### src/rtl/pdem_consts.vh
// Purpose: Constants for the power domain energy manager.
// Assumes: Included by every design file of the block.
// Notes: Definitions only.
`ifndef PDEM_CONSTS_VH
`define PDEM_CONSTS_VH

// ----------------------------------------------------------------------
// Energy levels
// ----------------------------------------------------------------------
`define PDEM_LVL_W 3
`define PDEM_LVL_ACTIVE 3'h0
`define PDEM_LVL_SLEEP 3'h1
`define PDEM_LVL_DEEP 3'h2
`define PDEM_LVL_STOP 3'h3
`define PDEM_LVL_SHUTOFF 3'h4

// ----------------------------------------------------------------------
// Voltage scaling codes
// ----------------------------------------------------------------------
`define PDEM_VS_W 2
`define PDEM_VS_LOWEST 2'h0
`define PDEM_VS_INTER 2'h1
`define PDEM_VS_HIGHEST 2'h2

// ----------------------------------------------------------------------
// Auxiliary domain indices, b to e
// ----------------------------------------------------------------------
`define PDEM_AUX_N 4
`define PDEM_AUX_B 0
`define PDEM_AUX_C 1
`define PDEM_AUX_D 2
`define PDEM_AUX_E 3

// ----------------------------------------------------------------------
// Sequencer states and timing
// ----------------------------------------------------------------------
`define PDEM_ST_W 3
`define PDEM_ST_RUN 3'h0
`define PDEM_ST_LOW 3'h1
`define PDEM_ST_WAKE_DOM 3'h2
`define PDEM_ST_WAKE_VS 3'h3
`define PDEM_ST_OFF 3'h4
`define PDEM_SETTLE_CYC 8

// Supply monitor filter length in cycles.
`define PDEM_MON_CYC 4

`endif

### src/rtl/pdem_aux_ctl.v
// Purpose: Power request for the auxiliary low-power domains.
// Assumes: Peripheral enables are summarised per domain.
// Notes: Purely combinational, outputs registered by the top.
`timescale 1ns/1ns
`include "pdem_consts.vh"

module pdem_aux_ctl #(
    parameter N = `PDEM_AUX_N
) (
    input wire low_lvl,
    input wire run_lvl,
    input wire [N-1:0] aux_periph_en,
    output wire [N-1:0] aux_on
);

    // ------------------------------------------------------------------
    // Per-domain demand
    // ------------------------------------------------------------------
    wire [N-1:0] demand;
    wire feed_e;
    genvar i;

    // Domain e also serves peripherals of domains b, c and d.
    assign feed_e = |aux_periph_en[`PDEM_AUX_D:`PDEM_AUX_B]; // see (RULE6)

    generate
        for (i = 0; i < N; i = i + 1) begin : g_dom
            if (i == `PDEM_AUX_E) begin : g_e
                assign demand[i] = aux_periph_en[i] | feed_e;
            end else begin : g_o
                assign demand[i] = aux_periph_en[i];
            end
            // Powered while running, on demand in deep sleep and stop.
            assign aux_on[i] = run_lvl | (low_lvl & demand[i]); // see (RULE4)
        end
    endgenerate
    // Without demand in deep sleep and stop the domain is off. see (RULE5)

endmodule

### src/rtl/pdem_energy_manager.v
// Purpose: Energy manager switching power domains and voltage scaling.
// Assumes: Software requests levels and peripheral enables as plain ports.
// Notes: All domain switching is automatic; there is no per-domain
//        command.
//
// Overview of operation
// (RULE1) The always-on domain is powered in every level, shutoff too.
// (RULE2) All low-power sub-domains go off on entering shutoff.
// (RULE3) The base low-power domain stays on in levels zero to three.
// (RULE4) An auxiliary domain stays on in deep sleep and stop if used.
// (RULE5) An unused auxiliary domain is off in deep sleep and stop.
// (RULE6) Domain e is also on when domain b, c or d is in use.
// (RULE7) The active domain is always on in active and sleep levels.
// (RULE8) The active domain goes off in deep sleep, stop and shutoff.
// (RULE9) Unlisted peripherals sit in the active domain and lose power.
// (RULE10) Two scaling selections exist, run levels and low levels.
// (RULE11) The run-level scaling selection resets to the highest level.
// (RULE12) Software keeps the clock at or below 40 MHz at intermediate.
// (RULE13) The lowest scaling level is only for deep sleep and stop.
// (RULE14) Target scaling follows the new level on every transition; the code holds it during domain wake and in shutoff.
// (RULE15) A low regulator input raises a flag for regulator bypass.
// (RULE16) Domain switching is driven only by level and enables.
// (RULE17) On wake, domain and scaling return before the core is freed.
`timescale 1ns/1ns
`include "pdem_consts.vh"

module pdem_energy_manager #(
    parameter SETTLE = `PDEM_SETTLE_CYC,
    parameter N_AUX = `PDEM_AUX_N
) (
    input wire clk_sys,
    input wire rst_b,
    input wire [2:0] lvl_req,
    input wire lvl_req_vld,
    input wire wake_evt,
    input wire [1:0] vs_run_sel,
    input wire vs_run_sel_we,
    input wire [1:0] vs_low_sel,
    input wire vs_low_sel_we,
    input wire [N_AUX-1:0] aux_periph_en,
    input wire supply_low,
    input wire supply_flag_clr,
    output reg always_on_domain_r,
    output reg base_low_power_domain_r,
    output reg [N_AUX-1:0] aux_domain_r,
    output reg active_domain_r,
    output reg [1:0] vs_target_r,
    output reg [1:0] vs_run_cfg_r,
    output reg [1:0] vs_low_cfg_r,
    output reg [2:0] energy_level_r,
    output reg core_release_r,
    output reg supply_low_flag_r
);

    // ------------------------------------------------------------------
    // Declarations
    // ------------------------------------------------------------------
    reg [2:0] state_r;
    reg [2:0] state_nxt;
    reg [2:0] lvl_nxt;
    reg [3:0] settle_r;
    reg settle_ld;
    wire settle_done;
    wire run_lvl;
    wire low_lvl;
    wire [N_AUX-1:0] aux_on;
    wire mon_flag;

    function is_run;
        input [2:0] l;
        begin
            is_run = (l == `PDEM_LVL_ACTIVE) || (l == `PDEM_LVL_SLEEP);
        end
    endfunction

    function is_low;
        input [2:0] l;
        begin
            is_low = (l == `PDEM_LVL_DEEP) || (l == `PDEM_LVL_STOP);
        end
    endfunction

    assign run_lvl = is_run(lvl_nxt);
    assign low_lvl = is_low(lvl_nxt);
    assign settle_done = (settle_r == 4'h0);

    // ------------------------------------------------------------------
    // Scaling selections
    // ------------------------------------------------------------------
    // The lowest code is refused for the run selection because it does
    // not support the core running. see (RULE13)
    always @(posedge clk_sys) begin
        if (!rst_b) begin
            vs_run_cfg_r <= `PDEM_VS_HIGHEST; // see (RULE11)
            vs_low_cfg_r <= `PDEM_VS_LOWEST;
        end else begin
            // Two independent selections. see (RULE10)
            if (vs_run_sel_we && vs_run_sel != `PDEM_VS_LOWEST &&
                vs_run_sel <= `PDEM_VS_HIGHEST) begin
                vs_run_cfg_r <= vs_run_sel;
            end
            if (vs_low_sel_we && vs_low_sel <= `PDEM_VS_HIGHEST) begin
                vs_low_cfg_r <= vs_low_sel;
            end
        end
    end

    // ------------------------------------------------------------------
    // Level sequencer
    // ------------------------------------------------------------------
    always @* begin
        state_nxt = state_r;
        lvl_nxt = energy_level_r;
        settle_ld = 1'b0;
        case (state_r)
            `PDEM_ST_RUN: begin
                if (lvl_req_vld) begin
                    if (lvl_req == `PDEM_LVL_SHUTOFF) begin
                        lvl_nxt = lvl_req;
                        state_nxt = `PDEM_ST_OFF;
                    end else if (is_low(lvl_req)) begin
                        lvl_nxt = lvl_req;
                        state_nxt = `PDEM_ST_LOW;
                    end else if (is_run(lvl_req)) begin
                        lvl_nxt = lvl_req;
                    end
                end
            end
            `PDEM_ST_LOW: begin
                if (wake_evt) begin
                    lvl_nxt = `PDEM_LVL_ACTIVE;
                    settle_ld = 1'b1;
                    state_nxt = `PDEM_ST_WAKE_DOM;
                end
            end
            `PDEM_ST_WAKE_DOM: begin
                if (settle_done) begin
                    settle_ld = 1'b1;
                    state_nxt = `PDEM_ST_WAKE_VS;
                end
            end
            `PDEM_ST_WAKE_VS: begin
                if (settle_done) begin
                    state_nxt = `PDEM_ST_RUN;
                end
            end
            `PDEM_ST_OFF: begin
                state_nxt = `PDEM_ST_OFF;
            end
            default: begin
                state_nxt = `PDEM_ST_RUN;
                lvl_nxt = `PDEM_LVL_ACTIVE;
            end
        endcase
    end

    always @(posedge clk_sys) begin
        if (!rst_b) begin
            state_r <= `PDEM_ST_RUN;
            energy_level_r <= `PDEM_LVL_ACTIVE;
            settle_r <= 4'h0;
        end else begin
            state_r <= state_nxt;
            energy_level_r <= lvl_nxt;
            if (settle_ld) begin
                settle_r <= SETTLE[3:0] - 4'h1;
            end else if (!settle_done) begin
                settle_r <= settle_r - 4'h1;
            end
        end
    end

    // ------------------------------------------------------------------
    // Auxiliary domains and supply monitor
    // ------------------------------------------------------------------
    pdem_aux_ctl #(
        .N(N_AUX)
    ) u_aux (
        .low_lvl(low_lvl),
        .run_lvl(run_lvl),
        .aux_periph_en(aux_periph_en),
        .aux_on(aux_on)
    );

    pdem_supply_mon #(
        .FILT(`PDEM_MON_CYC)
    ) u_mon (
        .clk_sys(clk_sys),
        .rst_b(rst_b),
        .supply_low(supply_low),
        .clear(supply_flag_clr),
        .flag_r(mon_flag)
    );

    // ------------------------------------------------------------------
    // Domain switches, scaling target and core release
    // ------------------------------------------------------------------
    // Domain switches depend only on level, sequencer and enables. see (RULE16)
    always @(posedge clk_sys) begin
        if (!rst_b) begin
            always_on_domain_r <= 1'b1;
            base_low_power_domain_r <= 1'b1;
            aux_domain_r <= {N_AUX{1'b1}};
            active_domain_r <= 1'b1;
            vs_target_r <= `PDEM_VS_HIGHEST;
            core_release_r <= 1'b1;
            supply_low_flag_r <= 1'b0;
        end else begin
            always_on_domain_r <= 1'b1; // see (RULE1)
            // Off only in shutoff. see (RULE3) see (RULE2)
            base_low_power_domain_r <= (lvl_nxt != `PDEM_LVL_SHUTOFF);
            aux_domain_r <= aux_on; // see (RULE2)
            // Core and unlisted peripherals share this switch.
            // see (RULE7) see (RULE8) see (RULE9)
            active_domain_r <= run_lvl;
            // Scaling target tracks the new level, held during domain wake and in shutoff. see (RULE14)
            if (low_lvl) begin
                vs_target_r <= vs_low_cfg_r;
            end else if (run_lvl && state_nxt != `PDEM_ST_WAKE_DOM) begin
                vs_target_r <= vs_run_cfg_r;
            end
            // Core freed only after domain and scaling settle.
            // see (RULE17)
            core_release_r <= (state_nxt == `PDEM_ST_RUN);
            supply_low_flag_r <= mon_flag; // see (RULE15)
        end
    end

endmodule

### src/rtl/pdem_supply_mon.v
// Purpose: Filtered low-supply flag for regulator bypass.
// Assumes: supply_low comes from an analog comparator, synchronous.
// Notes: Flag is sticky; set wins over clear.
`timescale 1ns/1ns
`include "pdem_consts.vh"

module pdem_supply_mon #(
    parameter FILT = `PDEM_MON_CYC
) (
    input wire clk_sys,
    input wire rst_b,
    input wire supply_low,
    input wire clear,
    output reg flag_r
);

    // ------------------------------------------------------------------
    // Glitch filter and sticky flag
    // ------------------------------------------------------------------
    reg [3:0] cnt_r;
    wire hit;

    assign hit = supply_low && (cnt_r == FILT[3:0] - 4'h1);

    always @(posedge clk_sys) begin
        if (!rst_b) begin
            cnt_r <= 4'h0;
            flag_r <= 1'b0;
        end else begin
            if (!supply_low) begin
                cnt_r <= 4'h0;
            end else if (cnt_r != FILT[3:0] - 4'h1) begin
                cnt_r <= cnt_r + 4'h1;
            end
            if (hit) begin
                flag_r <= 1'b1; // see (RULE15)
            end else if (clear) begin
                flag_r <= 1'b0;
            end
        end
    end

endmodule
### config.mk
export PLATFORM = sky130hd
export DESIGN_NAME = pdem_energy_manager
export DESIGN_NICKNAME = d
export VERILOG_FILES = /design/src/rtl/pdem_aux_ctl.v /design/src/rtl/pdem_energy_manager.v /design/src/rtl/pdem_supply_mon.v
export VERILOG_INCLUDE_DIRS = /design/src /design/src/rtl
export SDC_FILE = /design/constraint.sdc
export NUM_CORES = 1
export LEC_CHECK = 0
export BUFFER_PORTS_ARGS = -buffer_cell sky130_fd_sc_hd__buf_2
export CORE_MARGIN = 1.5
export CORE_UTILIZATION = 45
export DETAILED_ROUTE_END_ITERATION = 8
export PLACE_DENSITY = 0.78
export SLEW_MARGIN = 20
export SYNTH_ARGS = -nofsm -noshare
export SYNTH_HDL_FRONTEND = slang
export SYNTH_HIERARCHICAL = 1
export SYNTH_SLANG_ARGS = --single-unit
### constraint.sdc
create_clock -name clk_sys -period 3.5 [get_ports clk_sys]
set_clock_uncertainty 0.1 [all_clocks]
set_input_delay 0.7 -clock clk_sys [delete_from_list [all_inputs] [get_ports clk_sys]]
set_output_delay 0.7 -clock clk_sys [all_outputs]
set_load 0.05 [all_outputs]
==> impl_metrics.yaml, run 1 <==
detailed_routing:
  drc: 0
  drtAntennaViolNets: 0
  wirelength_um: 2890
  wl_per_cell_um: 11.8
  drt_pass1_iterations: 4
  drt-initial-drc-count: 45
  viasPerCell: 5.22
  vias: 1285
cts:
  cts_buffers: 5
  clk_pin_slew_ns: 0.10
  hold_buffers: 0
  cts_tree: "built"
  clockBufferDepth: 2
  cts-resized-gates: 0
  cts_root_buf: "clkbuf_4"
  post_cts_buffers: 0
  cts.sinks: 29
  htreeDepth: 2
  clock_latency_ns: 0.34
power_and_ir_drop:
  swShare_pct: 37.2
  power.density_nw_per_um2: 515
  p_leak_nw: 0.768
  power_frac_clock_pct: 22.4
  pwr-share-seq_pct: 44.5
  comb_power_share_pct: 33.1
  switching_power_mw: 0.333
  ir_drop_uv: 311
  internal-power_mw: 0.562
run:
  cap_violations: 0
sta:
  fin_ws_ns: 1.52
  slew_headroom_pct: 66.7
  finalCritPeriodShare_pct: 56.5
  worst_pin_slew_ns: 0.498
  timing.fmax_mhz: 506
  final_max_slew_viol_count: 0
  setup_viol: 0
  finalHoldViolCount: 0
  min_period_ns: 1.98
  tns_ns: 0
  rsz0062_at_grt: "no"
yosys:
  synthesis.area_um2: 1520
  synthTopCellsByArea: "dfxtp_1, nor2_1, mux2i_1, a21oi_1, nand3_1"
  synth_top_area_share_pct: 38.3
  syn_nets: 188
  async_flop_share_pct: 0
  synth-seq-cells: 29
  synthFlopType: "dfxtp_1"
  avgSynthCellArea_um2: 9.07
  ys_types: 54
  yosys.area.top_type: "dfxtp_1"
  ys_seq_area_share_pct: 38.3
  ys_top_cells_by_count: "dfxtp_1, nor2_1, a21oi_1, inv_1, nand3_1"
  yosysWarnings: 6
  synth_edf_count: 0
  syn_inst: 167
  yosysMostFrequentCell: "dfxtp_1"
floorplanning:
  ioPinCount: 37
  initial_core_util_pct: 48.4
  num_rows: 20
  die_h_um: 61.0
  dieArea_um2: 3720
  placeableCoreArea_um2: 3130
  die_w_um: 61.0
grt:
  antenna_found_initial: 0
  grt_max_degree: 24
  grt_pass1_wl_um: 4960
  grt_pass1_vias: 1155
  grtUsageTotal_pct: 17.9
  grt_remaining_overflow: 0
run_status:
  status: "finished, final reports clean"
critical_path:
  crit_path_start_kind: "flop"
  path_max_fanout: 11
  arrival_ns: 2.10
  crit_path_end_kind: "flop"
  crit_required_ns: 3.63
  critical_path_class: "reg2reg"
placement:
  dp_hpwl_um: 2180
  pre_cts_slack_ns: 1.29
  port_buffers: 35
  gp_congestion: 0.809
layout:
  final_layout_size_suffix_gt1_share_pct: 28.2
  areaGrowthSynthToFinish_pct: 14.7
  diodes: 0
  final_nets: 222
worst_hold_path:
  hold_path.class: "reg2reg"
==> critical path: stages, from the launching register on <==
cell and delay, ns:
dfxtp_1 0.65, nor4b_4 0.10, a211oi_2 0.25, a22o_2 0.20
a21o_1 0.14, inv_1 0.10, a21o_2 0.19, nand2b_1 0.12
==> area by class of cell <==
type	count	area, um^2
Tap cell	44	55.1
Inverter	12	46.3
Clock buffer	5	37.5
Fill cell	288	1390
Timing Repair Buffer	35	175
Sequential cell	29	581
Multi-Input combinational cell	118	826
Clock inverter	3	17.5
==> final timing paths <==
kind,start,end,slack [ns],cells past startpoint
worst max register to register,state_r[2]$_SDFF_PN0_,aux_domain_r[0]$_SDFF_PN1_,1.52,7
worst max-delay path,state_r[2]$_SDFF_PN0_,aux_domain_r[0]$_SDFF_PN1_,1.52,7
worst min-delay path,u_mon/flag_r$_SDFFE_PN0P_,supply_low_flag_r$_SDFF_PN0_,0.36,1
worst min register to register,u_mon/flag_r$_SDFFE_PN0P_,supply_low_flag_r$_SDFF_PN0_,0.36,1
==> cell usage in the layout, fill, tap and decap left out, types with 3 or more instances in the layout <==
cell type and n:
mux2i_1 6, nor2_1 17, a21o_1 4, inv_1 9, o21ai_1 5, nand3_1 8, nor3_1 4, xnor2_1 3
nand2_1 6, clkbuf_4 5, a21oi_1 9, dfxtp_1 29, and2_1 4, o21ai_0 5, nand2b_1 6, clkinv_2 3
buf_2 35
==> power groups by stage <==
stage	clock network, mW	logic, mW	registers [mW]
after global routing	0.224	0.325	0.405
after detailed placement	0	0.297	0.406
after CTS	0.207	0.299	0.399
after global placement	0	0.291	0.406
final	0.201	0.296	0.398
after floorplan	0	0.199	0.447
==> flip-flops by register name, summed over array words and instances, names as in the netlist <==
register / cells
settle_r: 4
core_release_r: 1
vs_run_cfg_r: 2
supply_low_flag_r: 1
aux_domain_r: 4
u_mon/cnt_r: 4
vs_target_r: 2
active_domain_r: 1
state_r: 3
u_mon/flag_r: 1
energy_level_r: 3
base_low_power_domain_r: 1
vs_low_cfg_r: 2
==> routing by layer <==
metal	vias up	global-route usage [%]	routed length [um]
li1	668	-	-
met1	573	23.0	1400
met2	38	27.4	1230
met3	6	5.88	206
met4	0	8.39	64
met5	-	0	0
==> kinds of logic (layout without fill, tap and decap cells) <==
logic type | after synthesis | after routing | share of synthesized area [%]
mux | 6 | 6 | 3.96
fa+ha+maj | 2 | 2 | 1.65
buf+inv | 20 | 55 | 7.18
simple gates | 62 | 62 | 25.7
compound gates | 44 | 44 | 21.2
xor+xnor | 3 | 3 | 1.73
flops | 29 | 29 | 38.3
other cells | 1 | 1 | 0.247
==> through the flow <==
stage | util [%] | power [mW] | hold WS, ns | instances | cell area, um^2
floorplan | - | 0.647 | 0.328 | 167 | 1520
global placement | 53.8 | 0.697 | 0.344 | 238 | 1680
detailed placement | 53.8 | 0.702 | 0.343 | 238 | 1680
CTS | 55.6 | 0.905 | 0.366 | 246 | 1740
global route | 55.6 | 0.955 | 0.405 | 246 | 1740
finish | 55.6 | 0.895 | 0.364 | 246 | 1740
Note: power is estimated with default switching activity, not from simulation.
==> run 2: changes to the inputs <==
==> constraint.sdc (replaced) <==
create_clock -name clk_sys -period 2.01 [get_ports clk_sys]
set_clock_uncertainty 0.1 [all_clocks]
set_input_delay 0.402 -clock clk_sys [delete_from_list [all_inputs] [get_ports clk_sys]]
set_output_delay 0.402 -clock clk_sys [all_outputs]
set_load 0.05 [all_outputs]
==> impl_metrics.yaml, run 2 (synthesis results as in run 1) <==
power_and_ir_drop:
  pwr-share-seq_pct: 44.4
  swShare_pct: 35.3
  internal-power_mw: 1.01
  p_leak_nw: 0.796
  power_frac_clock_pct: 20.6
  ir_drop_uv: 542
  switching_power_mw: 0.552
  power.density_nw_per_um2: 876
  comb_power_share_pct: 35.0
  finalPower_mw: 1.56
grt:
  antenna_found_initial: 0
  grt_remaining_overflow: 0
  grt_max_degree: 17
  grtUsageTotal_pct: 17.8
  grt_pass1_vias: 1139
  grt_pass1_wl_um: 4860
critical_path:
  regToRegEndpoint: "aux_domain_r[0]$_SDFF_PN1_"
  reg2reg_slack_ns: 0.14
  crit_required_ns: 2.12
  cp_slowest_cell: "dfxtp_2"
  crit_end: "aux_domain_r[0]$_SDFF_PN1_"
  path_max_fanout: 8
  r2r-start: "state_r[1]$_SDFF_PN0_"
  r2r_cells: 8
  critical_path_class: "reg2reg"
  crit_path_start_kind: "flop"
  crit_path_end_kind: "flop"
  path_cells: "buf_4 > o21a_1 > a211oi_2 > a22o_2 > a21o_1 > inv_1 > a21o_2 > nand2b_1"
  arrival_ns: 1.98
  worst_path_largest_cell_delay_ns: 0.37
  startpoint: "state_r[1]$_SDFF_PN0_"
layout:
  nFillCells: 297
  final_nets: 228
  final_cell_mix: "buf_2, dfxtp_1, nor2_1, inv_1, a21oi_1"
  diodes: 0
  largestRegisters: "aux_domain_r: 4 flops, settle_r: 4 flops, u_mon/cnt_r: 4 flops"
  areaGrowthSynthToFinish_pct: 17.8
  post-route-util_pct: 57.1
  final_layout_size_suffix_gt1_share_pct: 30.8
  seqCellArea_um2: 584
  multi_input_area_um2: 831
  mostFrequentLayoutCell: "buf_2"
sta:
  timing.fmax_mhz: 535
  rsz0062_at_grt: "no"
  finalCritPeriodShare_pct: 93.0
  setup_viol: 0
  min_period_ns: 1.87
  finalHoldViolCount: 0
  tns_ns: 0
  final_max_slew_viol_count: 0
  holdWs_ns: 0.180
placement:
  port_buffers: 35
  gp_congestion: 0.809
  dp_hpwl_um: 2320
run_status:
  status: "finished, final reports clean"
cts:
  clock_latency_ns: 0.32
  cts_tree: "built"
  hold_buffers: 0
  htreeDepth: 2
  cts_root_buf: "clkbuf_4"
  cts_buffers: 5
  cts.sinks: 29
  clockBufferDepth: 2
  clk_pin_slew_ns: 0.09
floorplanning:
  initial_core_util_pct: 48.4
  num_rows: 20
  dieArea_um2: 3720
  ioPinCount: 37
  die_w_um: 61.0
  die_h_um: 61.0
  placeableCoreArea_um2: 3130
worst_hold_path:
  hold_path.class: "in2reg"
  hold_depth: 2
detailed_routing:
  drt-initial-drc-count: 41
  wirelength_um: 3040
  drc: 0
  drtAntennaViolNets: 0
  drt_pass1_iterations: 4
  vias: 1290
  wl_per_cell_um: 12.1
  viasPerCell: 5.12
run:
  cap_violations: 0
## run 2: critical path: cells and delay by family, from the launching register on
kind	cells	cell delay [ns]
DFF	1	0.37
buffers and inverters	2	0.26
and+or+nand+nor	1	0.13
AOI/OAI and AO/OA	5	0.92
## run 2: repair_timing
item / CTS / global route
resized for setup: 0 / 4
setup endpoints to repair: 0 / 6
hold endpoints to repair: 0 / 0
setup buffers: 0 / 0
## run 2: worst min path at each step
stage                                          from                           end  slack, ns
final                                 vs_low_sel_we  vs_low_cfg_r[0]$_SDFFE_PN0P_       0.18
after global routing                  vs_low_sel_we  vs_low_cfg_r[0]$_SDFFE_PN0P_       0.17
after CTS                             vs_low_sel_we  vs_low_cfg_r[0]$_SDFFE_PN0P_       0.18
after detailed placement  u_mon/flag_r$_SDFFE_PN0P_  supply_low_flag_r$_SDFF_PN0_       0.36
after global placement    u_mon/flag_r$_SDFFE_PN0P_  supply_low_flag_r$_SDFF_PN0_       0.35
after floorplan           u_mon/flag_r$_SDFFE_PN0P_  supply_low_flag_r$_SDFF_PN0_       0.33
## run 2: routing by layer
metal	global-route usage (%)	vias to the layer above	part of all wire [%]
met1	23.5	580	50
met4	6.52	0	1.1
met5	0	-	0
li1	-	675	-
met3	5.04	5	4.4
met2	27.7	30	45
## run 2: area by class of cell
type	count	area share (%)
Sequential cell	29	32.7
Multi-Input combinational cell	118	46.5
Tap cell	44	3.08
Clock buffer	8	2.73
Inverter	12	2.59
Timing Repair Buffer	41	12.3
## run 2: power groups by stage
stage,logic (mW),registers [mW],clock network (mW)
2_1_floorplan,0.347,0.779,0
3_3_place_gp,0.538,0.706,0
3_5_place_dp,0.546,0.706,0
4_1_cts,0.550,0.693,0.332
5_1_grt,0.602,0.704,0.367
6_report,0.548,0.694,0.323
## run 2: metrics by stage
stage,setup WS [ns],std cells,instance area (um^2)
floorplan,0.264,167,1520
global placement,0.118,244,1730
detailed placement,0.0599,244,1730
CTS,0.0485,252,1780
global route,0.00628,252,1790
finish,0.141,252,1790
